[config.mk]
export PLATFORM = sky130hd
export DESIGN_NAME = tcc_timer
export DESIGN_NICKNAME = d
export VERILOG_FILES = /design/src/inc/tcc_pkg.sv /design/src/inc/tcc_psc_if.sv /design/src/hdl/tcc_timer.sv /design/src/hdl/tcc_prescaler.sv /design/src/hdl/tcc_phase_sync.sv
export SDC_FILE = /design/constraint.sdc
export NUM_CORES = 1
export LEC_CHECK = 0
export BUFFER_PORTS_ARGS = -buffer_cell sky130_fd_sc_hd__clkbuf_2
export CORE_MARGIN = 1.5
export CORE_UTILIZATION = 30
export CTS_BUF_LIST = sky130_fd_sc_hd__clkbuf_2
export CTS_CLUSTER_SIZE = 20
export DETAILED_ROUTE_END_ITERATION = 7
export HOLD_SLACK_MARGIN = 0.05
export SYNTH_ARGS = -nofsm -noshare
export SYNTH_HDL_FRONTEND = slang
export SYNTH_SLANG_ARGS = --single-unit
[constraint.sdc]
create_clock -name clk_i -period 2.26 [get_ports clk_i]
set_input_delay 0.226 -clock clk_i [delete_from_list [all_inputs] [get_ports clk_i]]
set_output_delay 0.226 -clock clk_i [all_outputs]
set_load 0.03 [all_outputs]
[src/inc/tcc_pkg.sv]
// Purpose: Constants for the eight-bit timer/counter with shared prescaler.
// Assumes: One 100 MHz clock; an instruction cycle is four clocks (phases one to four).
// Notes: Register offsets, option and control fields, reset values and counts live here.
// What this block does
// - Source select clear: count instruction cycles.
// - Timer, no prescaler: add one per cycle.
// - Count write inhibits counting two instruction cycles.
// - Source select set: count external pin edges.
// - Edge select: clear rising, set falling.
// - Wrap from FF to 00 sets flag.
// - Enable bit masks request, not the flag.
// - Flag stays set until software clears.
// - Sleep halts the timer, no overflow.
// - One prescaler, timer or watchdog, hidden.
// - External path sampled on phases two, four.
// - Assign bit plus three-bit rate field.
// - Count write clears prescaler when assigned.

package tcc_pkg;

   // Register offsets on the plain register port.
   localparam logic [7:0] OFS_COUNT = 8'h01;
   localparam logic [7:0] OFS_OPTION = 8'h02;
   localparam logic [7:0] OFS_INTCTL = 8'h0B;
   localparam logic [7:0] OFS_STATUS = 8'h0C;
   localparam logic [7:0] OFS_MASK = 8'h0D;

   // Option register fields.
   localparam int OPT_SRC_BIT = 5;
   localparam int OPT_EDGE_BIT = 4;
   localparam int OPT_ASSIGN_BIT = 3;
   localparam int OPT_RATE_LSB = 0;
   localparam int RATE_W = 3;

   // Interrupt control register fields.
   localparam int ICTL_ENABLE_BIT = 5;
   localparam int ICTL_FLAG_BIT = 2;

   // Status and mask register field.
   localparam int STAT_OVF_BIT = 0;

   // Reset values.
   localparam logic [7:0] RST_COUNT = 8'h00;
   localparam logic [7:0] RST_OPTION = 8'hFF;
   localparam logic [7:0] RST_INTCTL = 8'h00;

   // Instruction cycle phases and the inhibit count after a count write.
   localparam logic [1:0] PHASE_LAST = 2'h3;
   localparam logic [1:0] PHASE_SECOND = 2'h1;
   localparam logic [1:0] PHASE_FOURTH = 2'h3;
   localparam logic [1:0] INHIBIT_CYCLES = 2'h2;

   // Count limits.
   localparam logic [7:0] COUNT_MAX = 8'hFF;
   localparam int PSC_W = 8;

endpackage

[src/inc/tcc_psc_if.sv]
// Purpose: Carrier between the timer core and its shared prescaler.
// Assumes: All signals belong to clk_i.
// Notes: The core drives event, clear and rate; the prescaler answers with level and tick.
`timescale 1ns/100ps
`default_nettype none

interface tcc_psc_if;
   logic event_in;
   logic clear;
   logic [tcc_pkg::RATE_W-1:0] rate;
   logic level;
   logic tick;

   modport core (output event_in, output clear, output rate, input level, input tick);
   modport psc (input event_in, input clear, input rate, output level, output tick);
endinterface

`default_nettype wire

[src/hdl/tcc_timer.sv]
// Purpose: Eight-bit timer/counter with overflow flag and shared prescaler.
// Assumes: Register port strobes are one cycle; read data stand one cycle later.
// Notes: The prescaler serves either this counter or the watchdog tick path.
//
// Strobed register access was left to the implementer.
`timescale 1ns/100ps
`default_nettype none

module tcc_timer (
   input wire logic clk_i,
   input wire logic reset_i,
   input wire logic [7:0] addr_i,
   input wire logic [7:0] wdata_i,
   input wire logic wr_i,
   input wire logic rd_i,
   output logic [7:0] rdata_o,
   input wire logic shared_count_pin_i,
   input wire logic sleep_i,
   input wire logic wdt_tick_i,
   input wire logic wdt_clear_i,
   output logic wdt_tick_o,
   output logic instr_tick_o,
   output logic [7:0] count_register_o,
   output logic ovf_request_o,
   output logic irq_o
);

   // ****************************************************************
   // State
   // ****************************************************************

   typedef struct packed {
      logic [1:0] phase;
      logic [7:0] count_register;
      logic [7:0] option;
      logic [7:0] interrupt_control;
      logic [1:0] inhibit;
      logic status_ovf;
      logic mask_ovf;
      logic [7:0] rdata;
      logic assign_q;
      logic edge_level_q;
   } tcc_state_t;

   tcc_state_t state;
   tcc_state_t next_state;

   tcc_psc_if psc_bus ();

   logic second_phase;
   logic fourth_phase;
   logic instr_tick;
   logic clock_source_select;
   logic source_edge_select;
   logic prescaler_assign_bit;
   logic psc_to_timer;
   logic edge_level;
   logic edge_rise;
   logic sync_level;
   logic sync_rise;
   logic count_write;
   logic count_step;
   logic overflow;
   logic wr_count;
   logic wr_option;
   logic wr_intctl;
   logic wr_status;
   logic wr_mask;

   // ****************************************************************
   // Phase generation
   // ****************************************************************

   // Four clocks make one instruction cycle; phase strobes mark its second and fourth clock.
   assign second_phase = (state.phase == tcc_pkg::PHASE_SECOND);
   assign fourth_phase = (state.phase == tcc_pkg::PHASE_FOURTH);
   assign instr_tick = (state.phase == tcc_pkg::PHASE_LAST);

   // ****************************************************************
   // Option decode
   // ****************************************************************

   // Fields of the option register that steer the counter.
   assign clock_source_select = state.option[tcc_pkg::OPT_SRC_BIT];
   assign source_edge_select = state.option[tcc_pkg::OPT_EDGE_BIT];
   assign prescaler_assign_bit = state.option[tcc_pkg::OPT_ASSIGN_BIT];
   assign psc_to_timer = !prescaler_assign_bit;

   // ****************************************************************
   // Register port decode
   // ****************************************************************

   // One write strobe per register.
   assign wr_count = wr_i && (addr_i == tcc_pkg::OFS_COUNT);
   assign wr_option = wr_i && (addr_i == tcc_pkg::OFS_OPTION);
   assign wr_intctl = wr_i && (addr_i == tcc_pkg::OFS_INTCTL);
   assign wr_status = wr_i && (addr_i == tcc_pkg::OFS_STATUS);
   assign wr_mask = wr_i && (addr_i == tcc_pkg::OFS_MASK);
   assign count_write = wr_count;

   // ****************************************************************
   // External count path
   // ****************************************************************

   // Inverting the pin on a set edge select turns falling edges into rises.
   assign edge_level = shared_count_pin_i ^ source_edge_select;
   assign edge_rise = edge_level && !state.edge_level_q;

   // The synchroniser sees the prescaler output, or the edge-selected pin level without one.
   assign sync_level = psc_to_timer ? psc_bus.level : edge_level;

   tcc_phase_sync u_sync (
      .clk_i(clk_i),
      .reset_i(reset_i),
      .level_i(sync_level),
      .second_phase_i(second_phase),
      .fourth_phase_i(fourth_phase),
      .rise_o(sync_rise)
   );

   // ****************************************************************
   // Shared prescaler
   // ****************************************************************

   // The prescaler takes events only from the party it is assigned to.
   always_comb begin
      if (prescaler_assign_bit) begin
         psc_bus.event_in = wdt_tick_i;
      end else if (sleep_i) begin
         psc_bus.event_in = 1'b0;
      end else if (clock_source_select) begin
         psc_bus.event_in = edge_rise;
      end else begin
         psc_bus.event_in = instr_tick;
      end
   end

   // Clear on a count write while assigned here, on a watchdog clear while the watchdog owns it, or on reassignment.
   assign psc_bus.clear = (count_write && psc_to_timer)
      || (wdt_clear_i && prescaler_assign_bit)
      || (prescaler_assign_bit != state.assign_q);
   assign psc_bus.rate = state.option[tcc_pkg::OPT_RATE_LSB +: tcc_pkg::RATE_W];

   tcc_prescaler u_psc (
      .clk_i(clk_i),
      .reset_i(reset_i),
      .psc(psc_bus.psc)
   );

   // The watchdog gets the divided tick only while it owns the prescaler.
   assign wdt_tick_o = prescaler_assign_bit ? psc_bus.tick : wdt_tick_i;

   // ****************************************************************
   // Count step
   // ****************************************************************

   // Pick the increment source, then gate it by sleep and the write inhibit.
   always_comb begin
      count_step = 1'b0;
      if (clock_source_select) begin
         count_step = sync_rise;
      end else if (psc_to_timer) begin
         count_step = psc_bus.tick;
      end else begin
         count_step = instr_tick;
      end
      if (sleep_i || (state.inhibit != 2'h0) || count_write) begin
         count_step = 1'b0;
      end
   end

   // An overflow is a step taken from the top value.
   assign overflow = count_step && (state.count_register == tcc_pkg::COUNT_MAX);

   // ****************************************************************
   // Next state
   // ****************************************************************

   // Registers, counter, flags and read data.
   always_comb begin
      next_state = state;
      next_state.phase = state.phase + 2'h1;
      next_state.assign_q = prescaler_assign_bit;
      next_state.edge_level_q = edge_level;

      // Inhibit countdown runs one step per instruction cycle.
      if (instr_tick && (state.inhibit != 2'h0)) begin
         next_state.inhibit = state.inhibit - 2'h1;
      end

      // Counter update; a software write wins over a step.
      if (count_write) begin
         next_state.count_register = wdata_i;
         next_state.inhibit = tcc_pkg::INHIBIT_CYCLES;
      end else if (count_step) begin
         next_state.count_register = state.count_register + 8'h01;
      end

      // Option register writes.
      if (wr_option) begin
         next_state.option = wdata_i;
      end

      // Control register writes; software clears the flag by writing a zero.
      if (wr_intctl) begin
         next_state.interrupt_control = wdata_i;
      end
      if (overflow) begin
         next_state.interrupt_control[tcc_pkg::ICTL_FLAG_BIT] = 1'b1;
      end

      // Sticky status, write one to clear; a new event wins over the clear.
      if (wr_status && wdata_i[tcc_pkg::STAT_OVF_BIT]) begin
         next_state.status_ovf = 1'b0;
      end
      if (overflow) begin
         next_state.status_ovf = 1'b1;
      end
      if (wr_mask) begin
         next_state.mask_ovf = wdata_i[tcc_pkg::STAT_OVF_BIT];
      end

      // Read data stand in the cycle after the strobe; unmapped reads give zero.
      next_state.rdata = 8'h00;
      if (rd_i) begin
         case (addr_i)
            tcc_pkg::OFS_COUNT: begin
               next_state.rdata = state.count_register;
            end
            tcc_pkg::OFS_OPTION: begin
               next_state.rdata = state.option;
            end
            tcc_pkg::OFS_INTCTL: begin
               next_state.rdata = state.interrupt_control;
            end
            tcc_pkg::OFS_STATUS: begin
               next_state.rdata[tcc_pkg::STAT_OVF_BIT] = state.status_ovf;
            end
            tcc_pkg::OFS_MASK: begin
               next_state.rdata[tcc_pkg::STAT_OVF_BIT] = state.mask_ovf;
            end
            default: begin
               next_state.rdata = 8'h00;
            end
         endcase
      end
   end

   // ****************************************************************
   // State register
   // ****************************************************************

   // Synchronous reset to documented values.
   always_ff @(posedge clk_i) begin
      if (reset_i) begin
         state.phase <= 2'h0;
         state.count_register <= tcc_pkg::RST_COUNT;
         state.option <= tcc_pkg::RST_OPTION;
         state.interrupt_control <= tcc_pkg::RST_INTCTL;
         state.inhibit <= 2'h0;
         state.status_ovf <= 1'b0;
         state.mask_ovf <= 1'b0;
         state.rdata <= 8'h00;
         state.assign_q <= 1'b1;
         state.edge_level_q <= 1'b1; // Idle low pin under the reset edge select, so no false edge.
      end else begin
         state <= next_state;
      end
   end

   // ****************************************************************
   // Outputs
   // ****************************************************************

   // Request follows flag and enable; the flag itself is untouched by the enable.
   assign ovf_request_o = state.interrupt_control[tcc_pkg::ICTL_FLAG_BIT]
      && state.interrupt_control[tcc_pkg::ICTL_ENABLE_BIT];
   assign irq_o = state.status_ovf && state.mask_ovf;
   assign rdata_o = state.rdata;
   assign count_register_o = state.count_register;
   assign instr_tick_o = instr_tick;

endmodule // tcc_timer

`default_nettype wire

[src/hdl/tcc_prescaler.sv]
// Purpose: Shared eight-bit prescaler, divide by two to the rate plus one.
// Assumes: Events are one-cycle pulses on clk_i.
// Notes: Its count is never visible to software.
`timescale 1ns/100ps
`default_nettype none

module tcc_prescaler (
   input wire logic clk_i,
   input wire logic reset_i,
   tcc_psc_if.psc psc
);

   typedef struct packed {
      logic [tcc_pkg::PSC_W-1:0] count;
   } tcc_psc_state_t;

   tcc_psc_state_t state;
   tcc_psc_state_t next_state;
   logic [tcc_pkg::PSC_W-1:0] top_mask;

   // ****************************************************************
   // Division
   // ****************************************************************

   // Mask of the low rate+1 bits; a full mask ends one output period.
   assign top_mask = tcc_pkg::PSC_W'((9'h002 << psc.rate) - 9'h001);
   assign psc.level = state.count[psc.rate];
   assign psc.tick = psc.event_in && ((state.count & top_mask) == top_mask);

   // Next count: a clear wins over an event.
   always_comb begin
      next_state = state;
      if (psc.clear) begin
         next_state.count = '0;
      end else if (psc.event_in) begin
         next_state.count = state.count + 8'h01;
      end
   end

   // State register.
   always_ff @(posedge clk_i) begin
      if (reset_i) begin
         state <= '0;
      end else begin
         state <= next_state;
      end
   end

endmodule // tcc_prescaler

`default_nettype wire

[src/hdl/tcc_phase_sync.sv]
// Purpose: Samples the external count level on phases two and four and finds rises.
// Assumes: Phase strobes are one-cycle pulses from the core.
// Notes: The first stage feeds the second stage only.
`timescale 1ns/100ps
`default_nettype none

module tcc_phase_sync (
   input wire logic clk_i,
   input wire logic reset_i,
   input wire logic level_i,
   input wire logic second_phase_i,
   input wire logic fourth_phase_i,
   output logic rise_o
);

   typedef struct packed {
      logic stage_a;
      logic stage_b;
      logic prev;
   } tcc_sync_state_t;

   tcc_sync_state_t state;
   tcc_sync_state_t next_state;

   // A rise is seen at the fourth phase, aligned with the instruction tick.
   assign rise_o = fourth_phase_i && state.stage_b && !state.prev;

   // Stage A samples on phase two, stage B on phase four.
   always_comb begin
      next_state = state;
      if (second_phase_i) begin
         next_state.stage_a = level_i;
      end
      if (fourth_phase_i) begin
         next_state.stage_b = state.stage_a;
         next_state.prev = state.stage_b;
      end
   end

   // State register.
   always_ff @(posedge clk_i) begin
      if (reset_i) begin
         state <= '0;
      end else begin
         state <= next_state;
      end
   end

endmodule // tcc_phase_sync

`default_nettype wire

==> flow_summary.toml, run 1 <==
[pwr]
totalPowerFinal_uw = 1410
peakVddDrop_v = 0.000183
power_density_mw_per_mm2 = 436
p_leak_uw = 0.00121

[timing]
fin_ws_ns = -0.435
timing.fmax_ghz = 0.371
slew_headroom_pct = 57.8
hold_viol = 0
fin_crit_sh_pct = 119
clock_skew_ns = 0.0261
drv_slew = 0
post-route-min-period_ns = 2.70
rsz0062_at_grt = "true"
setup_viol = 10
tightest_slew_ns = 0.633

[yosys]
yosysSeqAreaShare_pct = 36.4
syn_inst = 321
ys_types = 56
postSynth.asyncResetShare_pct = 0
yosysWarningCount = 0
syn-num-nets = 351
synth_area_per_cell_um2 = 8.74
yosys_most_used_dff = "dfxtp_1"
syn_area_mm2 = 0.00281
synth_edf_count = 0
synth-seq-cells = 51

[cells_and_area]
final_common_cell = "dfxtp_1"
layout-drive-gt1-share_pct = 26.5
diodes = 0
fin_cells = 470
final_cell_mix = "dfxtp_1, clkbuf_2, nor2_1, nand2_1"
nNetsFinal = 389
syn2layout_area_growth_pct = 15.0
final_area_mm2 = 0.00323

[run]
maxCapViolCount = 0

[cts]
clkTransAtPathRegs_ns = 0.26
cts_sinks = 51
cts_tree = "built"
clock_path_buffers = 2
cts.htree.levels = 2
cts_buffers = 5
root_buffer = "clkbuf_2"
clkLatencyLatePin_ns = 0.45

[min_path]
hold_depth = 3
hold_path_end = "state[0]"
min_from = "shared_count_pin_i"
hp-class = "primary input to register"

[placement]
dp_cells = 452
placed_area_mm2 = 0.00303
io_buffers = 43
post-dp-hpwl_mm = 5.04
place_congestion = 0.831

[floorplan]
io_pins = 44
die-area_mm2 = 0.00994
die_height_um = 99.7
die-width_um = 99.7
start_util_pct = 30.7
core_mm2 = 0.00915
rows = 35

[setup_path]
path_class = "register to output pin"
r2r.worst_path.cells = 9
r2r-start = "psc_bus.rate[1]"
path_cells = "or3_1 -> ha_1 -> o21ai_1 -> a31oi_1 -> o311a_1 -> o21ai_2 -> a21boi_2 -> clkbuf_8"
arrival_ns = 2.47
cp_max_fo = 2
cp-start-kind = "register"
crit_path_end_kind = "output pin"
cpPeakStageDelay_ns = 0.38
crit_path_top_delay_cell = "dfxtp_2"
rrSetupSlack_ns = -0.12
cp.required_ns = 2.03
r2r_end = "count_register_o[1]"

[global_route]
grt_use_total_pct = 13.6
grt_max_degree = 30
grt_pass1_vias = 2072
antenna_found_initial = 0
grt_overflow = 0
grt_pass1_wl_mm = 10.7

[drt]
drt_iter0_drc = 204
vias = 2418
dr.pass1.iters = 6
drc = 0
antenna_left = 0
routed_wl_mm = 6.79
via_per_inst = 5.14
wl_per_cell_um = 14.4

[outcome]
violations = "negative setup slack"
outcome = "finished, violations left"
==> what timing repair did <==
action                                  in CTS  in global routing
gates resized for setup                      8                  7
endpoints found under the hold margin       17                  0
setup buffers                                2                  2
hold buffers                                 8                  0
endpoints found under the setup margin       9                 11
pin swaps                                    4                  8
==> sequential cells by signal, summed over array words and instances, names as in the netlist <==
signal,count
psc_bus.rate,3
next_state,1
count_register_o,8
rdata_o,8
u_psc.state,8
state,18
clock_source_select,1
u_sync.state,3
source_edge_select,1
==> worst max path at each step <==
stage	from	endpoint
4_1_cts	psc_bus.rate[1]	wdt_tick_o
3_5_place_dp	psc_bus.rate[0]	count_register_o[2]
2_1_floorplan	psc_bus.rate[0]	count_register_o[5]
5_1_grt	psc_bus.rate[1]	wdt_tick_o
3_3_place_gp	psc_bus.rate[0]	count_register_o[2]
6_report	psc_bus.rate[1]	wdt_tick_o
==> worst max-delay path: cells and delay by family (launching register included) <==
kind,cells,cell delay [ns]
adder cells (fa/ha/maj),1,0.29
AND/OR/NAND/NOR,1,0.37
AO/OA/AOI/OAI,5,0.81
buffers and inverters,1,0.17
flip-flops,1,0.38
==> cell usage after synthesis (7+ instances only) <==
cell      number  area [µm²]
a211oi_1       7        52.6
a21oi_1       14        70.1
buf_4         18         135
clkbuf_1       7        26.3
dfxtp_1       51        1020
mux2i_1        7        70.1
nand2_1       31         116
nand4_1        9        56.3
nor2_1        45         169
nor2b_1       10        62.6
xnor2_1       10        87.6
==> metrics by stage <==
stage                     utilization (%)  setup TNS, ns  hold WS, ns  worst slack (ns)
final                                35.3          -1.24       0.0794            -0.435
after global placement               33.1         -0.122        0.433           -0.0306
after floorplan                         -              0        0.344           0.00208
after global routing                 35.3          -2.46       0.0716            -0.529
after CTS                            34.7         -0.391       0.0696            -0.327
after detailed placement             33.1         -0.354        0.443           -0.0863
==> layer usage <==
metal	track usage [%]	share of wire, %	vias to the layer above	wire (µm)
met3	2.39	5.6	10	379
met5	0	0	-	0
met2	20.1	45	75	3040
li1	-	-	1197	-
met1	19.7	48	1136	3250
met4	4.66	1.6	0	112
==> layout make-up <==
class / count / area, µm²
multi-input combinational: 230 / 1580
sequential: 51 / 1020
fill: 937 / 5930
timing repair buffer: 65 / 422
clock buffer: 5 / 25.0
clock inverter: 2 / 12.5
inverter: 6 / 22.5
tap: 111 / 139
==> kinds of logic after synthesis <==
| kind of cell | Yosys count | share of synthesized area (%) |
|---|---|---|
| AO/OA/AOI/OAI | 63 | 17.3 |
| XOR/XNOR | 16 | 4.99 |
| adder cells (fa/ha/maj) | 6 | 2.67 |
| buffers and inverters | 40 | 9.14 |
| flip-flops | 51 | 36.4 |
| multiplexers | 8 | 3.30 |
| AND/OR/NAND/NOR | 137 | 26.2 |
==> report_power, final <==
part | leakage (µW) | total, µW | internal, µW | switching (µW)
Sequential | 0.000411 | 917 | 911 | 6.64
Clock | 0.0000269 | 372 | 71.5 | 301
Combinational | 0.000776 | 118 | 51.2 | 67.1
No activity file was read; power rests on OpenSTA's default activity.
==> run 2: changes to the inputs <==
- CORE_UTILIZATION: 30 -> 31
==> flow_summary.toml, run 2 (synthesis results as in run 1) <==
[floorplan]
io_pins = 44
start_util_pct = 32.0
die-area_mm2 = 0.00963
core_mm2 = 0.00876
rows = 34
die-width_um = 98.1
die_height_um = 98.1

[min_path]
hold_depth = 3
hp-class = "primary input to register"
hold_path_end = "state[14]"
min_from = "wdata_i[0]"

[drt]
drc = 0
via_per_inst = 5.08
vias = 2351
dr.pass1.iters = 5
routed_wl_mm = 6.80
wl_per_cell_um = 14.7
drt_iter0_drc = 192
antenna_left = 0

[cts]
cts_buffers = 5
clkLatencyLatePin_ns = 0.42
cts_tree = "built"
cts.htree.levels = 2
cts_sinks = 51
clkTransAtPathRegs_ns = 0.24
root_buffer = "clkbuf_2"
clock_path_buffers = 2

[placement]
place_congestion = 0.825
post-dp-hpwl_mm = 4.95
dp_slack_ns = -0.0330
io_buffers = 43
dp_cells = 447

[timing]
tightest_slew_ns = 0.547
fin_ws_ns = -0.260
clock_skew_ns = 0.0140
rsz0062_at_grt = "true"
post-route-min-period_ns = 2.52
fin_tns_setup_ns = -0.260
setup_viol = 1
timing.fmax_ghz = 0.397
drv_slew = 0
slew_headroom_pct = 63.5
fin_crit_sh_pct = 111
hold_viol = 0

[setup_path]
rrSetupSlack_ns = 0.02
cp.required_ns = 2.03
cpMostUsedCell = "o21ai_2"
path_cells = "or3_4 -> ha_4 -> o21ai_2 -> a31oi_2 -> o311a_1 -> o21ai_2 -> a21boi_2 -> clkbuf_8"
arrival_ns = 2.29
crit_path_end_kind = "output pin"
r2r_end = "count_register_o[1]"
r2r.worst_path.cells = 9
r2r-start = "psc_bus.rate[0]"
cpPeakStageDelay_ns = 0.38
crit_path_top_delay_cell = "dfxtp_2"
cp-start-kind = "register"
path_class = "register to output pin"
cp_max_fo = 2

[pwr]
power_density_mw_per_mm2 = 422
p_leak_uw = 0.00119
totalPowerFinal_uw = 1380
peakVddDrop_v = 0.000209

[cells_and_area]
final_common_cell = "dfxtp_1"
final_cell_mix = "dfxtp_1, clkbuf_2, nor2_1, nand2_1, a21oi_1"
largest_reg_flops = 18
multiInputGateArea_mm2 = 0.00164
syn2layout_area_growth_pct = 16.0
max_flop_register = "state"
nFillCells = 930
fin_cells = 463
diodes = 0
register_area_mm2 = 0.00102
layout-drive-gt1-share_pct = 28.2
nNetsFinal = 386
final_core_util_pct = 37.2

[global_route]
grt_pass1_vias = 2173
grt_use_total_pct = 13.9
grt_pass1_wl_mm = 10.9
grt_max_degree = 21
grt_overflow = 0
antenna_found_initial = 0

[outcome]
violations = "negative setup slack"
outcome = "finished, violations left"

[run]
maxCapViolCount = 0
-- run 2: layout make-up --
cell class              instances  area share [%]
repair buffers                 62            12.3
flip-flops and latches         51            31.5
clock buffers                   5           0.769
inverters                       6           0.692
well taps                     108            4.15
clock inverters                 1           0.231
multi-input cells             230            50.4
-- run 2: worst max-delay path, delay by kind of cell, from the launching register on --
family	cells	cell delay [ns]
buf+inv	1	0.16
fa+ha+maj	1	0.27
compound gates	5	0.68
flops	1	0.38
simple gates	1	0.37
-- run 2: repair_timing --
| item | CTS | global route |
|---|---|---|
| gates resized for setup | 7 | 20 |
| hold buffers | 5 | 2 |
| buffers inserted | 2 | 3 |
| endpoints found under the hold margin | 8 | 2 |
| pin swaps | 4 | 11 |
| setup endpoints to repair | 9 | 11 |
-- run 2: through the flow --
stage          instance area (µm²)  hold slack, ns
2_1_floorplan                 2810           0.344
3_3_place_gp                  3010           0.431
3_5_place_dp                  3010           0.446
4_1_cts                       3120          0.0544
5_1_grt                       3260          0.0766
6_report                      3260          0.0901
-- run 2: per-layer routing --
metal  global-route usage (%)  share of wire [%]  vias up
met5                        0                  0        -
met2                     22.1                 47       49
met4                     3.36               0.96        0
met1                     19.4                 47     1106
li1                         -                  -     1190
met3                     2.58                5.1        6
-- run 2: worst max-delay path by stage --
stage | start | endpoint | slack, ns | cells after the start
4_1_cts | psc_bus.rate[0] | wdt_tick_o | -0.24 | 8
3_3_place_gp | psc_bus.rate[0] | count_register_o[3] | -0.02 | 8
2_1_floorplan | psc_bus.rate[0] | count_register_o[5] | 0.002 | 9
3_5_place_dp | psc_bus.rate[0] | count_register_o[3] | -0.03 | 8
5_1_grt | psc_bus.rate[0] | wdt_tick_o | -0.41 | 8
6_report | psc_bus.rate[0] | wdt_tick_o | -0.26 | 8
-- run 2: report_power, final --
part | internal (µW) | switching (µW) | leakage [µW]
Combinational | 50.0 | 65.5 | 0.000757
Clock | 64.1 | 279 | 0.0000209
Sequential | 910 | 6.81 | 0.000411
Total | 1020 | 351 | 0.00119
